## src/verilog/imb_pkg.sv

```systemverilog
// package for the motion-sensor mode and bank-access block: offsets, fields, modes, carriers
// assumes one 50 MHz clock and register ports already deserialised by the host-port logic
// What this block does
// [RULE1] either stabilization enable bit at 70h set puts auxiliary pins in stabilization mode
// [RULE2] analog hub input and charge-variation channel run only while 16h front enable is 1
// [RULE3] main register map answers the primary host port only, never the auxiliary port
// [RULE4] auxiliary register set answers the auxiliary SPI port only, never the primary port
// [RULE5] embedded-function bank reachable only while embedded bank access bit is 1
// [RULE6] page select 0000 maps advanced page 0, 0010 maps page 2 into the window
// [RULE7] after supply the boot loading trimming finishes within at most 10 ms
// [RULE8] when boot completes both accelerometer and gyroscope are forced to power-down
// [RULE9] with both sensors on, accelerometer sampling is locked to the gyroscope timebase
// [RULE10] configurations: accelerometer only, gyroscope only, or both independently configured
// [RULE11] accelerometer modes: down, three low-power, normal, high-perf, high-accuracy, triggered
// [RULE12] gyroscope modes: down, sleep, low-power, high-perf, high-accuracy, triggered
// [RULE13] a sensor with rate field 0000 is powered down whatever its mode bits say
// [RULE14] embedded bank access bit 0 restores the normal register map
package imb_pkg;
  localparam int unsigned CLK_MHZ       = 50;
  localparam int unsigned BOOT_TIME_US  = 10000;
  // longest time, exact count of mclk cycles
  localparam int unsigned BOOT_CYCLES   = BOOT_TIME_US * CLK_MHZ;
  localparam int unsigned BASE_DIV      = 16;

  localparam logic [7:0] OFF_BANK_ACCESS = 8'h01;
  localparam logic [7:0] OFF_PAGE_SEL    = 8'h02;
  localparam logic [7:0] OFF_ACCEL_CTRL  = 8'h10;
  localparam logic [7:0] OFF_GYRO_CTRL   = 8'h11;
  localparam logic [7:0] OFF_AFE_CTRL    = 8'h16;
  localparam logic [7:0] OFF_STATUS      = 8'h1e;
  localparam logic [7:0] OFF_STAB_CTRL1  = 8'h70;
  localparam logic [7:0] OFF_PAGE_WIN    = 8'h40;
  localparam logic [5:0] PAGE_WIN_HI     = 6'h10;

  localparam int unsigned BIT_EMB_ACCESS = 7;
  localparam int unsigned BIT_AFE_EN     = 7;
  localparam int unsigned BIT_STAB_XL    = 2;
  localparam int unsigned BIT_STAB_G     = 1;
  localparam logic [7:0]  RESET_VAL      = 8'h00;
  localparam logic [3:0]  ODR_OFF        = 4'h0;
  localparam logic [3:0]  PAGE_0         = 4'h0;
  localparam logic [3:0]  PAGE_2         = 4'h2;

  // accel/gyro control: [3:0] rate field, [6:4] operating mode
  typedef enum logic [2:0] {
    XL_HP = 3'h0, XL_HIGH_ACCURACY_RATE_MODE = 3'h1, XL_TRIG = 3'h2, XL_LPM1 = 3'h3,
    XL_LPM2 = 3'h4, XL_LPM3 = 3'h5, XL_NORMAL = 3'h6, XL_DOWN = 3'h7
  } imb_xl_mode_t;

  typedef enum logic [2:0] {
    G_HP = 3'h0, G_HIGH_ACCURACY_RATE_MODE = 3'h1, G_TRIG = 3'h2, G_SLEEP = 3'h4,
    G_LP = 3'h5, G_DOWN = 3'h7
  } imb_g_mode_t;

  typedef enum logic [3:0] {
    CFG_IDLE = 4'b0001, CFG_XL_ONLY = 4'b0010, CFG_G_ONLY = 4'b0100, CFG_BOTH = 4'b1000
  } imb_cfg_t;

  typedef struct packed {
    logic [7:0] addr;
    logic [7:0] wdata;
    logic       wr;
    logic       rd;
  } imb_req_t;

  typedef struct packed {
    logic [7:0] rdata;
    logic       rvalid;
  } imb_rsp_t;
endpackage : imb_pkg

```

## src/verilog/imb_mode_bank.sv

```systemverilog
// register bank, boot sequencer and mode decode of the motion sensor core
// assumes both host ports are parallel strobes from serial logic on mclk
`timescale 1ns/100ps
module imb_mode_bank #(
  parameter int unsigned BOOT_CYCLES = imb_pkg::BOOT_CYCLES
) (
  input  wire logic                   mclk,
  input  wire logic                   rst_n,
  input  wire imb_pkg::imb_req_t      priReq,
  output imb_pkg::imb_rsp_t           priRsp,
  input  wire imb_pkg::imb_req_t      auxReq,
  output imb_pkg::imb_rsp_t           auxRsp,
  output logic                        bootDone,
  output logic                        stabPinMode,
  output logic                        analogHubOn,
  output logic                        chargeChanOn,
  output imb_pkg::imb_xl_mode_t       accelMode,
  output imb_pkg::imb_g_mode_t        gyroMode,
  output imb_pkg::imb_cfg_t           opConfig,
  output logic                        accelSample,
  output logic                        gyroSample
);
  typedef enum logic [1:0] {ST_BOOT = 2'b01, ST_RUN = 2'b10} imb_state_t;

  imb_state_t  state;
  logic [18:0] bootCnt;
  logic        bootEnd;
  logic [7:0]  bankAccess;
  logic [7:0]  pageSel;
  logic [7:0]  accelCtrl;
  logic [7:0]  gyroCtrl;
  logic [7:0]  analog_frontend_control;
  logic [7:0]  primary_stabilization_control_1;
  logic [7:0]  aux_port_stabilization_control_1;
  logic [7:0]  page0Mem [4];
  logic [7:0]  page2Mem [4];
  logic        embOpen;
  logic        priWr;
  logic        auxWr;
  logic        inWindow;
  logic [1:0]  winIdx;
  logic [7:0]  next_priData;
  logic [7:0]  next_auxData;
  logic        accelOn;
  logic        gyroOn;
  logic        accelRun;
  logic        gyroRun;
  logic        accelTickInt;
  logic        gyroTickInt;

  function automatic logic rateOn(input logic [7:0] ctrl);
    rateOn = (ctrl[3:0] != imb_pkg::ODR_OFF);
  endfunction : rateOn

  function automatic logic [2:0] modeBits(input logic [7:0] ctrl);
    modeBits = ctrl[6:4];
  endfunction : modeBits

  assign bootEnd  = (state == ST_BOOT) && (bootCnt == 19'(BOOT_CYCLES - 1));
  assign embOpen  = bankAccess[imb_pkg::BIT_EMB_ACCESS];
  // no register answers until trimming has loaded
  assign priWr    = priReq.wr && (state == ST_RUN);
  assign auxWr    = auxReq.wr && (state == ST_RUN);
  assign inWindow = (priReq.addr >= imb_pkg::OFF_PAGE_WIN)
                 && (priReq.addr < (imb_pkg::OFF_PAGE_WIN + 8'(imb_pkg::PAGE_WIN_HI)));
  assign winIdx   = priReq.addr[1:0];
  assign accelOn  = rateOn(accelCtrl);
  assign gyroOn   = rateOn(gyroCtrl);
  assign accelRun = accelOn && (modeBits(accelCtrl) != imb_pkg::XL_DOWN);
  assign gyroRun  = gyroOn && (modeBits(gyroCtrl) inside {imb_pkg::G_HP, imb_pkg::G_HIGH_ACCURACY_RATE_MODE,
                                                        imb_pkg::G_TRIG, imb_pkg::G_LP});

  always_ff @(posedge mclk or negedge rst_n) begin
    if (!rst_n) begin
      state   <= ST_BOOT;
      bootCnt <= 19'h00000;
    end else begin
      case (state)
        ST_BOOT: begin
          bootCnt <= bootCnt + 19'h00001; // RULE7
          if (bootEnd) begin
            state <= ST_RUN;
          end
        end
        ST_RUN:  state <= ST_RUN;
        default: state <= ST_BOOT;
      endcase
    end
  end

  always_ff @(posedge mclk or negedge rst_n) begin
    if (!rst_n) begin
      bootDone <= 1'b0;
    end else begin
      bootDone <= (state == ST_RUN) || bootEnd;
    end
  end

  // bank access register is reachable in both maps so the host can always leave the bank
  always_ff @(posedge mclk or negedge rst_n) begin
    if (!rst_n) begin
      bankAccess <= imb_pkg::RESET_VAL;
      pageSel    <= imb_pkg::RESET_VAL;
    end else if (priWr) begin
      if (priReq.addr == imb_pkg::OFF_BANK_ACCESS) begin
        bankAccess <= priReq.wdata; // RULE5 RULE14
      end
      if (embOpen && priReq.addr == imb_pkg::OFF_PAGE_SEL) begin
        pageSel <= priReq.wdata; // RULE5
      end
    end
  end

  // normal map registers: only the primary port and only with the bank closed
  always_ff @(posedge mclk or negedge rst_n) begin
    if (!rst_n) begin
      accelCtrl                       <= imb_pkg::RESET_VAL;
      gyroCtrl                        <= imb_pkg::RESET_VAL;
      analog_frontend_control         <= imb_pkg::RESET_VAL;
      primary_stabilization_control_1 <= imb_pkg::RESET_VAL;
    end else if (bootEnd) begin
      accelCtrl[3:0] <= imb_pkg::ODR_OFF; // RULE8
      gyroCtrl[3:0]  <= imb_pkg::ODR_OFF; // RULE8
    end else if (priWr && !embOpen) begin // RULE3 RULE14
      case (priReq.addr)
        imb_pkg::OFF_ACCEL_CTRL: accelCtrl <= priReq.wdata;
        imb_pkg::OFF_GYRO_CTRL:  gyroCtrl <= priReq.wdata;
        imb_pkg::OFF_AFE_CTRL:   analog_frontend_control <= priReq.wdata;
        imb_pkg::OFF_STAB_CTRL1: primary_stabilization_control_1 <= priReq.wdata;
        default: ;
      endcase
    end
  end

  // advanced page storage behind the window; other page codes hit nothing
  always_ff @(posedge mclk or negedge rst_n) begin
    if (!rst_n) begin
      for (int i = 0; i < 4; i++) begin
        page0Mem[i] <= imb_pkg::RESET_VAL;
        page2Mem[i] <= imb_pkg::RESET_VAL;
      end
    end else if (priWr && embOpen && inWindow) begin
      if (pageSel[3:0] == imb_pkg::PAGE_0) begin
        page0Mem[winIdx] <= priReq.wdata; // RULE6
      end else if (pageSel[3:0] == imb_pkg::PAGE_2) begin
        page2Mem[winIdx] <= priReq.wdata; // RULE6
      end
    end
  end

  always_ff @(posedge mclk or negedge rst_n) begin
    if (!rst_n) begin
      aux_port_stabilization_control_1 <= imb_pkg::RESET_VAL;
    end else if (auxWr && auxReq.addr == imb_pkg::OFF_STAB_CTRL1) begin
      aux_port_stabilization_control_1 <= auxReq.wdata; // RULE4
    end
  end

  always_comb begin
    next_priData = imb_pkg::RESET_VAL;
    if (priReq.addr == imb_pkg::OFF_BANK_ACCESS) begin
      next_priData = bankAccess;
    end else if (embOpen) begin // RULE5
      if (priReq.addr == imb_pkg::OFF_PAGE_SEL) begin
        next_priData = pageSel;
      end else if (inWindow && pageSel[3:0] == imb_pkg::PAGE_0) begin
        next_priData = page0Mem[winIdx]; // RULE6
      end else if (inWindow && pageSel[3:0] == imb_pkg::PAGE_2) begin
        next_priData = page2Mem[winIdx]; // RULE6
      end
    end else begin
      case (priReq.addr) // RULE3 RULE14
        imb_pkg::OFF_ACCEL_CTRL: next_priData = accelCtrl;
        imb_pkg::OFF_GYRO_CTRL:  next_priData = gyroCtrl;
        imb_pkg::OFF_AFE_CTRL:   next_priData = analog_frontend_control;
        imb_pkg::OFF_STAB_CTRL1: next_priData = primary_stabilization_control_1;
        imb_pkg::OFF_STATUS:     next_priData = {3'h0, stabPinMode, analogHubOn,
                                                 gyroOn, accelOn, bootDone};
        default:                 next_priData = imb_pkg::RESET_VAL;
      endcase
    end
  end

  always_comb begin
    next_auxData = imb_pkg::RESET_VAL;
    if (auxReq.addr == imb_pkg::OFF_STAB_CTRL1) begin
      next_auxData = aux_port_stabilization_control_1; // RULE4
    end
  end

  // read data lands one cycle after the strobe; reads during boot return zero
  always_ff @(posedge mclk or negedge rst_n) begin
    if (!rst_n) begin
      priRsp <= '0;
      auxRsp <= '0;
    end else begin
      priRsp.rvalid <= priReq.rd;
      priRsp.rdata  <= (priReq.rd && state == ST_RUN) ? next_priData : imb_pkg::RESET_VAL;
      auxRsp.rvalid <= auxReq.rd;
      auxRsp.rdata  <= (auxReq.rd && state == ST_RUN) ? next_auxData : imb_pkg::RESET_VAL;
    end
  end

  always_ff @(posedge mclk or negedge rst_n) begin
    if (!rst_n) begin
      stabPinMode  <= 1'b0;
      analogHubOn  <= 1'b0;
      chargeChanOn <= 1'b0;
    end else begin
      stabPinMode  <= primary_stabilization_control_1[imb_pkg::BIT_STAB_XL]
                   || primary_stabilization_control_1[imb_pkg::BIT_STAB_G]
                   || aux_port_stabilization_control_1[imb_pkg::BIT_STAB_XL]
                   || aux_port_stabilization_control_1[imb_pkg::BIT_STAB_G]; // RULE1
      analogHubOn  <= analog_frontend_control[imb_pkg::BIT_AFE_EN]; // RULE2
      chargeChanOn <= analog_frontend_control[imb_pkg::BIT_AFE_EN]; // RULE2
    end
  end

  // unknown mode codes fall back to power-down rather than guessing a mode
  always_ff @(posedge mclk or negedge rst_n) begin
    if (!rst_n) begin
      accelMode <= imb_pkg::XL_DOWN;
      gyroMode  <= imb_pkg::G_DOWN;
      opConfig  <= imb_pkg::CFG_IDLE;
    end else begin
      if (!accelOn || modeBits(accelCtrl) == imb_pkg::XL_DOWN) begin
        accelMode <= imb_pkg::XL_DOWN; // RULE13
      end else begin
        accelMode <= imb_pkg::imb_xl_mode_t'(modeBits(accelCtrl)); // RULE11
      end
      case (modeBits(gyroCtrl))
        imb_pkg::G_HP, imb_pkg::G_HIGH_ACCURACY_RATE_MODE, imb_pkg::G_TRIG, imb_pkg::G_SLEEP, imb_pkg::G_LP:
          gyroMode <= gyroOn ? imb_pkg::imb_g_mode_t'(modeBits(gyroCtrl)) // RULE12
                             : imb_pkg::G_DOWN; // RULE13
        default: gyroMode <= imb_pkg::G_DOWN;
      endcase
      case ({accelRun, gyroRun}) // RULE10
        2'b10:   opConfig <= imb_pkg::CFG_XL_ONLY;
        2'b01:   opConfig <= imb_pkg::CFG_G_ONLY;
        2'b11:   opConfig <= imb_pkg::CFG_BOTH;
        default: opConfig <= imb_pkg::CFG_IDLE;
      endcase
    end
  end

  imb_rate_gen u_rate (
    .mclk      (mclk),
    .rst_n     (rst_n),
    .run       (state == ST_RUN),
    .accelOdr  (accelCtrl[3:0]),
    .gyroOdr   (gyroCtrl[3:0]),
    .accelTick (accelTickInt),
    .gyroTick  (gyroTickInt)
  );

  always_ff @(posedge mclk or negedge rst_n) begin
    if (!rst_n) begin
      accelSample <= 1'b0;
      gyroSample  <= 1'b0;
    end else begin
      accelSample <= accelTickInt && accelMode != imb_pkg::XL_DOWN;
      gyroSample  <= gyroTickInt && gyroMode != imb_pkg::G_DOWN && gyroMode != imb_pkg::G_SLEEP;
    end
  end

  property p_stab_mode;
    @(posedge mclk) disable iff (!rst_n)
      (primary_stabilization_control_1[imb_pkg::BIT_STAB_XL]
       || aux_port_stabilization_control_1[imb_pkg::BIT_STAB_G]) |=> stabPinMode;
  endproperty
  a_stab_mode: assert property (p_stab_mode) else $error("stabilization pin mode not entered"); // RULE1

  property p_afe;
    @(posedge mclk) disable iff (!rst_n)
      ##1 (analogHubOn == $past(analog_frontend_control[imb_pkg::BIT_AFE_EN]))
          && (chargeChanOn == analogHubOn);
  endproperty
  a_afe: assert property (p_afe) else $error("front end enable mismatch"); // RULE2

  property p_aux_no_main;
    @(posedge mclk) disable iff (!rst_n)
      (auxReq.wr && !priReq.wr) |=> $stable(primary_stabilization_control_1) && $stable(accelCtrl);
  endproperty
  a_aux_no_main: assert property (p_aux_no_main) else $error("aux port reached main map"); // RULE3

  property p_pri_no_aux;
    @(posedge mclk) disable iff (!rst_n)
      !auxReq.wr |=> $stable(aux_port_stabilization_control_1);
  endproperty
  a_pri_no_aux: assert property (p_pri_no_aux) else $error("aux register changed by primary"); // RULE4

  property p_bank_closed;
    @(posedge mclk) disable iff (!rst_n)
      (priWr && !embOpen && priReq.addr == imb_pkg::OFF_PAGE_SEL) |=> $stable(pageSel);
  endproperty
  a_bank_closed: assert property (p_bank_closed) else $error("page select written closed"); // RULE5

  property p_page2;
    @(posedge mclk) disable iff (!rst_n)
      (priWr && embOpen && inWindow && pageSel[3:0] == imb_pkg::PAGE_2)
        |=> page2Mem[$past(winIdx)] == $past(priReq.wdata);
  endproperty
  a_page2: assert property (p_page2) else $error("page 2 window write lost"); // RULE6

  property p_boot_len;
    @(posedge mclk) disable iff (!rst_n)
      $rose(bootDone) |-> $past(bootCnt) == 19'(BOOT_CYCLES - 1);
  endproperty
  a_boot_len: assert property (p_boot_len) else $error("boot length wrong"); // RULE7

  property p_boot_down;
    @(posedge mclk) disable iff (!rst_n)
      bootEnd |=> !accelOn && !gyroOn ##2 accelMode == imb_pkg::XL_DOWN;
  endproperty
  a_boot_down: assert property (p_boot_down) else $error("sensors not down after boot"); // RULE8

  property p_odr_off;
    @(posedge mclk) disable iff (!rst_n)
      (gyroCtrl[3:0] == imb_pkg::ODR_OFF) |=> gyroMode == imb_pkg::G_DOWN;
  endproperty
  a_odr_off: assert property (p_odr_off) else $error("zero rate gyro not down"); // RULE13

  property p_both;
    @(posedge mclk) disable iff (!rst_n)
      (accelRun && gyroRun) |=> opConfig == imb_pkg::CFG_BOTH;
  endproperty
  a_both: assert property (p_both) else $error("both-on configuration missed"); // RULE10

  property p_sync;
    @(posedge mclk) disable iff (!rst_n)
      (accelTickInt && $past(gyroOn) && $past(accelCtrl[3:0]) <= $past(gyroCtrl[3:0])) |-> gyroTickInt;
  endproperty
  a_sync: assert property (p_sync) else $error("accel strobe off gyro grid"); // RULE9

  c_boot:  cover property (@(posedge mclk) disable iff (!rst_n) $rose(bootDone));
  c_both:  cover property (@(posedge mclk) disable iff (!rst_n) opConfig == imb_pkg::CFG_BOTH);
  c_page0: cover property (@(posedge mclk) disable iff (!rst_n)
                           priRsp.rvalid && embOpen && pageSel[3:0] == imb_pkg::PAGE_0);
  c_stab:  cover property (@(posedge mclk) disable iff (!rst_n) $rose(stabPinMode));
endmodule : imb_mode_bank

```

## src/verilog/imb_rate_gen.sv

```systemverilog
// sample strobe generator for both sensors from one shared phase counter
// assumes rate codes are stable-ish register values on the same clock
`timescale 1ns/100ps
module imb_rate_gen (
  input  wire logic       mclk,
  input  wire logic       rst_n,
  input  wire logic       run,
  input  wire logic [3:0] accelOdr,
  input  wire logic [3:0] gyroOdr,
  output logic            accelTick,
  output logic            gyroTick
);
  logic [4:0]  baseCnt;
  logic        baseTick;
  logic [15:0] phase;

  // each code halves the period, so any two rates divide one another
  function automatic logic strobeAt(input logic [15:0] ph, input logic [3:0] code);
    logic [15:0] mask;
    mask = 16'hffff >> code;
    strobeAt = (code != imb_pkg::ODR_OFF) && ((ph & mask) == 16'h0000);
  endfunction : strobeAt

  assign baseTick = (baseCnt == 5'(imb_pkg::BASE_DIV - 1));

  always_ff @(posedge mclk or negedge rst_n) begin
    if (!rst_n) begin
      baseCnt <= 5'h00;
    end else if (!run || baseTick) begin
      baseCnt <= 5'h00;
    end else begin
      baseCnt <= baseCnt + 5'h01;
    end
  end

  always_ff @(posedge mclk or negedge rst_n) begin
    if (!rst_n) begin
      phase <= 16'h0000;
    end else if (!run) begin
      phase <= 16'h0000;
    end else if (baseTick) begin
      phase <= phase + 16'h0001;
    end
  end

  // one phase counter serves both sensors, so accel strobes fall on gyro strobes while the accel rate code is at most the gyro code
  always_ff @(posedge mclk or negedge rst_n) begin
    if (!rst_n) begin
      accelTick <= 1'b0;
      gyroTick  <= 1'b0;
    end else begin
      accelTick <= run && baseTick && strobeAt(phase, accelOdr); // RULE9
      gyroTick  <= run && baseTick && strobeAt(phase, gyroOdr); // RULE9
    end
  end
endmodule : imb_rate_gen

```

## config.mk

```make
export PLATFORM = sky130hd
export DESIGN_NAME = imb_mode_bank
export DESIGN_NICKNAME = d
export VERILOG_FILES = /design/src/verilog/imb_pkg.sv /design/src/verilog/imb_mode_bank.sv /design/src/verilog/imb_rate_gen.sv
export SDC_FILE = /design/constraint.sdc
export NUM_CORES = 1
export LEC_CHECK = 0
export BUFFER_PORTS_ARGS = -buffer_cell sky130_fd_sc_hd__buf_4
export CORE_UTILIZATION = 50
export CTS_BUF_LIST = sky130_fd_sc_hd__clkbuf_8
export DETAILED_ROUTE_END_ITERATION = 12
export PLACE_DENSITY = 0.77
export SYNTH_ARGS = -nofsm -noshare
export SYNTH_HDL_FRONTEND = slang
export SYNTH_SLANG_ARGS = --single-unit
```

## constraint.sdc

```tcl
create_clock -name mclk -period 2.9 [get_ports mclk]
set_clock_uncertainty 0.1 [all_clocks]
set_input_delay 0.58 -clock mclk [delete_from_list [all_inputs] [get_ports mclk]]
set_output_delay 0.58 -clock mclk [all_outputs]
set_load 0.01 [all_outputs]
```

==> results.py <==
metrics = {
    "detailed_routing": {
        "drt_iter0_markers": 508,
        "drt-pass1-iter-count": 9,
        "drt-total-wl_um": 20600,
        "drc": 10,
        "routed_via_density": 5.93,
        "ant_nets": 0,
        "vias": 6350,
        "wire_per_inst_um": 19.3,
    },
    "place": {
        "hpwl_um": 14400,
        "port_buffers": 71,
        "dp_worst_setup_slack_ns": 0.178,
        "routabilityCongestion": 0.917,
    },
    "floorplan": {
        "std_cell_rows": 49,
        "start_util_pct": 51.5,
        "io_pins": 72,
        "fp.dieW_um": 138,
        "core_area_um2": 18100,
        "chipHeight_um": 138,
        "dieArea_um2": 19200,
    },
    "timing": {
        "fmax_mhz": 377,
        "fin_ws_ns": 0.245,
        "final-setup-viol-count": 0,
        "fin_crit_ns": 2.66,
        "relSlewSlack_pct": 45.0,
        "slew_viol_final": 0,
        "finalHoldViolCount": 0,
        "post-route-period-util_pct": 91.6,
        "worst_pin_slew_ns": 0.818,
        "rsz0062_at_grt": "false",
        "tns_ns": 0,
    },
    "synth": {
        "syn_area_um2": 9310,
        "synthTopCellsByArea": "dfrtp_1 51%, mux2_2 14%, mux4_2 3.1%",
        "synth_top_cell_by_area": "dfrtp_1",
        "syn-instance-count": 763,
        "synth_seq_cells": 197,
        "synth_edf_count": 0,
        "ys_seq_area_share_pct": 53.1,
        "ys_warn_count": 0,
        "synth_nets": 807,
        "yosys.area.top_type_share_pct": 50.8,
        "ys_types": 72,
        "ys.flop_type": "dfrtp_1",
        "syn_area_per_cell_um2": 12.2,
        "yosysMostFrequentCell": "dfrtp_1",
        "async_reset_ff_share_pct": 100,
        "yosys-top-cells-count": "189 x dfrtp_1, 115 x mux2_2, 43 x nand2_1, 37 x nor2_1, 30 x clkbuf_1",
    },
    "grt": {
        "met1_usage_pct": 32.5,
        "grt_pass1_vias": 6293,
        "top_usage_layer": "met2",
        "use_met2_pct": 34.8,
        "grt_max_degree": 52,
        "grt_usage_pct": 22.9,
        "grt_antenna_before_repair": 0,
        "grt-ovfl-total": 0,
        "grt_pass1_wl_um": 34300,
        "grtUsageMet3_pct": 5.20,
    },
    "worst_setup_path": {
        "reg2reg_depth": 6,
        "end_kind": "register",
        "cp.arrival_ns": 2.92,
        "required_ns": 3.16,
        "timing.rr.start": "bootCnt[0]",
        "crit_end": "analog_frontend_control[3]",
        "crit_fanout": 11,
        "reg2reg_to": "analog_frontend_control[3]",
        "path_class": "register to register",
        "r2r_setup_slack_ns": 0.24,
        "crit_start": "bootCnt[0]",
        "start_kind": "register",
    },
    "finish": {
        "area_growth_pct": 13.1,
        "n_antenna_cell": 0,
        "layout.nets": 873,
        "layout-drive-gt1-share_pct": 33.5,
    },
    "hold_path": {
        "holdCritStartpoint": "priReq[0]",
        "hp-class": "input pin to register",
    },
    "clock_tree": {
        "cts.sinks": 197,
        "cts_tree": "done",
        "clockRootBuffer": "clkbuf_8",
        "ctsHoldBuffers": 1,
        "postCtsSetupBuffers": 0,
        "cts_made_buffers": 17,
        "clock_path_buffers": 2,
        "path_clk_slew_ns": 0.10,
        "clock_latency_ns": 0.47,
        "post_cts_resized": 0,
        "htree_levels": 4,
    },
    "power": {
        "design_power_total_mw": 4.80,
        "p_leak_nw": 5.00,
        "vdd_drop_max_uv": 271,
        "p_per_area_nw_per_um2": 456,
    },
    "run": {
        "drv_cap": 0,
    },
    "status": {
        "status": "complete, but fails checks",
        "violations": "design-rule violations",
    },
}
## metal layers
metal	routed length, um	share of wire, %
met5	0	0
met4	351	1.7
met3	1260	6.1
met2	9540	46
met1	9490	46
## cell families (layout without fill, tap and decap cells)
group                      count (synthesis)  after routing  share of synthesized area [%]
adders and majority gates                  7              7                          0.914
and+or+nand+nor                          222            222                           14.2
muxes                                    142            142                           18.6
xor gates and xnor gates                  34             34                           3.20
buffers and inverters                     59            138                           2.71
DFF                                      197            197                           53.1
AOI/OAI and AO/OA                        102            102                           7.31
## power breakdown
part / internal, mW / switching (mW)
Sequential: 2.75 / 0.000351
Combinational: 0.0678 / 0.145
Clock: 0.852 / 0.988
Total: 3.67 / 1.13
## critical path, stage by stage (launching register included)
cell and delay (ns):
dfrtp_1 0.43, ha_1 0.27, nor4bb_1 0.21, and4b_1 0.26, and3_1 0.44, nand3b_1 0.43, mux2_2 0.39
## cells in the final DEF, fill, tap and decap left out, types with 18 or more instances in the layout
cell type,Yosys,layout
nor2_1,37,37
a21oi_1,25,25
dfrtp_1,189,189
and3_1,21,21
buf_4,4,85
nand3_1,21,21
clkbuf_8,0,21
inv_1,17,18
mux2_2,115,115
nand2_1,43,43
xnor2_1,21,21
o21ai_0,20,20
## area by class of cell
class,count,area [um^2]
Clock buffer,20,275
Clock inverter,12,141
Fill cell,1441,7560
Inverter,17,63.8
Multi-Input combinational cell,507,4120
Sequential cell,197,4940
Tap cell,229,287
Timing Repair Buffer,89,702
## flip-flops by register name (all words and copies together) (netlist names), 9 cells and up
register and count:
bootCnt 19, auxRsp 9, u_rate.phase 16, priRsp 9, page0Mem 32, page2Mem 32
## per-stage QoR
step	cells	instance area (um^2)	hold slack [ns]	utilization [%]
floorplan	763	9310	0.184	-
global placement	1038	10100	0.290	55.8
detailed placement	1038	10100	0.304	55.8
CTS	1071	10500	0.119	58.2
global route	1071	10500	0.118	58.2
finish	1071	10500	0.136	58.2
## how the worst min path moves through the flow
stage          slack (ns)           end  depth (start not counted)
3_3_place_gp         0.29  chargeChanOn                          0
6_report             0.14     priRsp[0]                          1
5_1_grt              0.12     priRsp[0]                          1
3_5_place_dp         0.30  chargeChanOn                          0
2_1_floorplan        0.18  accelCtrl[0]                          0
4_1_cts              0.12     priRsp[0]                          1
No activity file was read; power rests on OpenSTA's default activity.
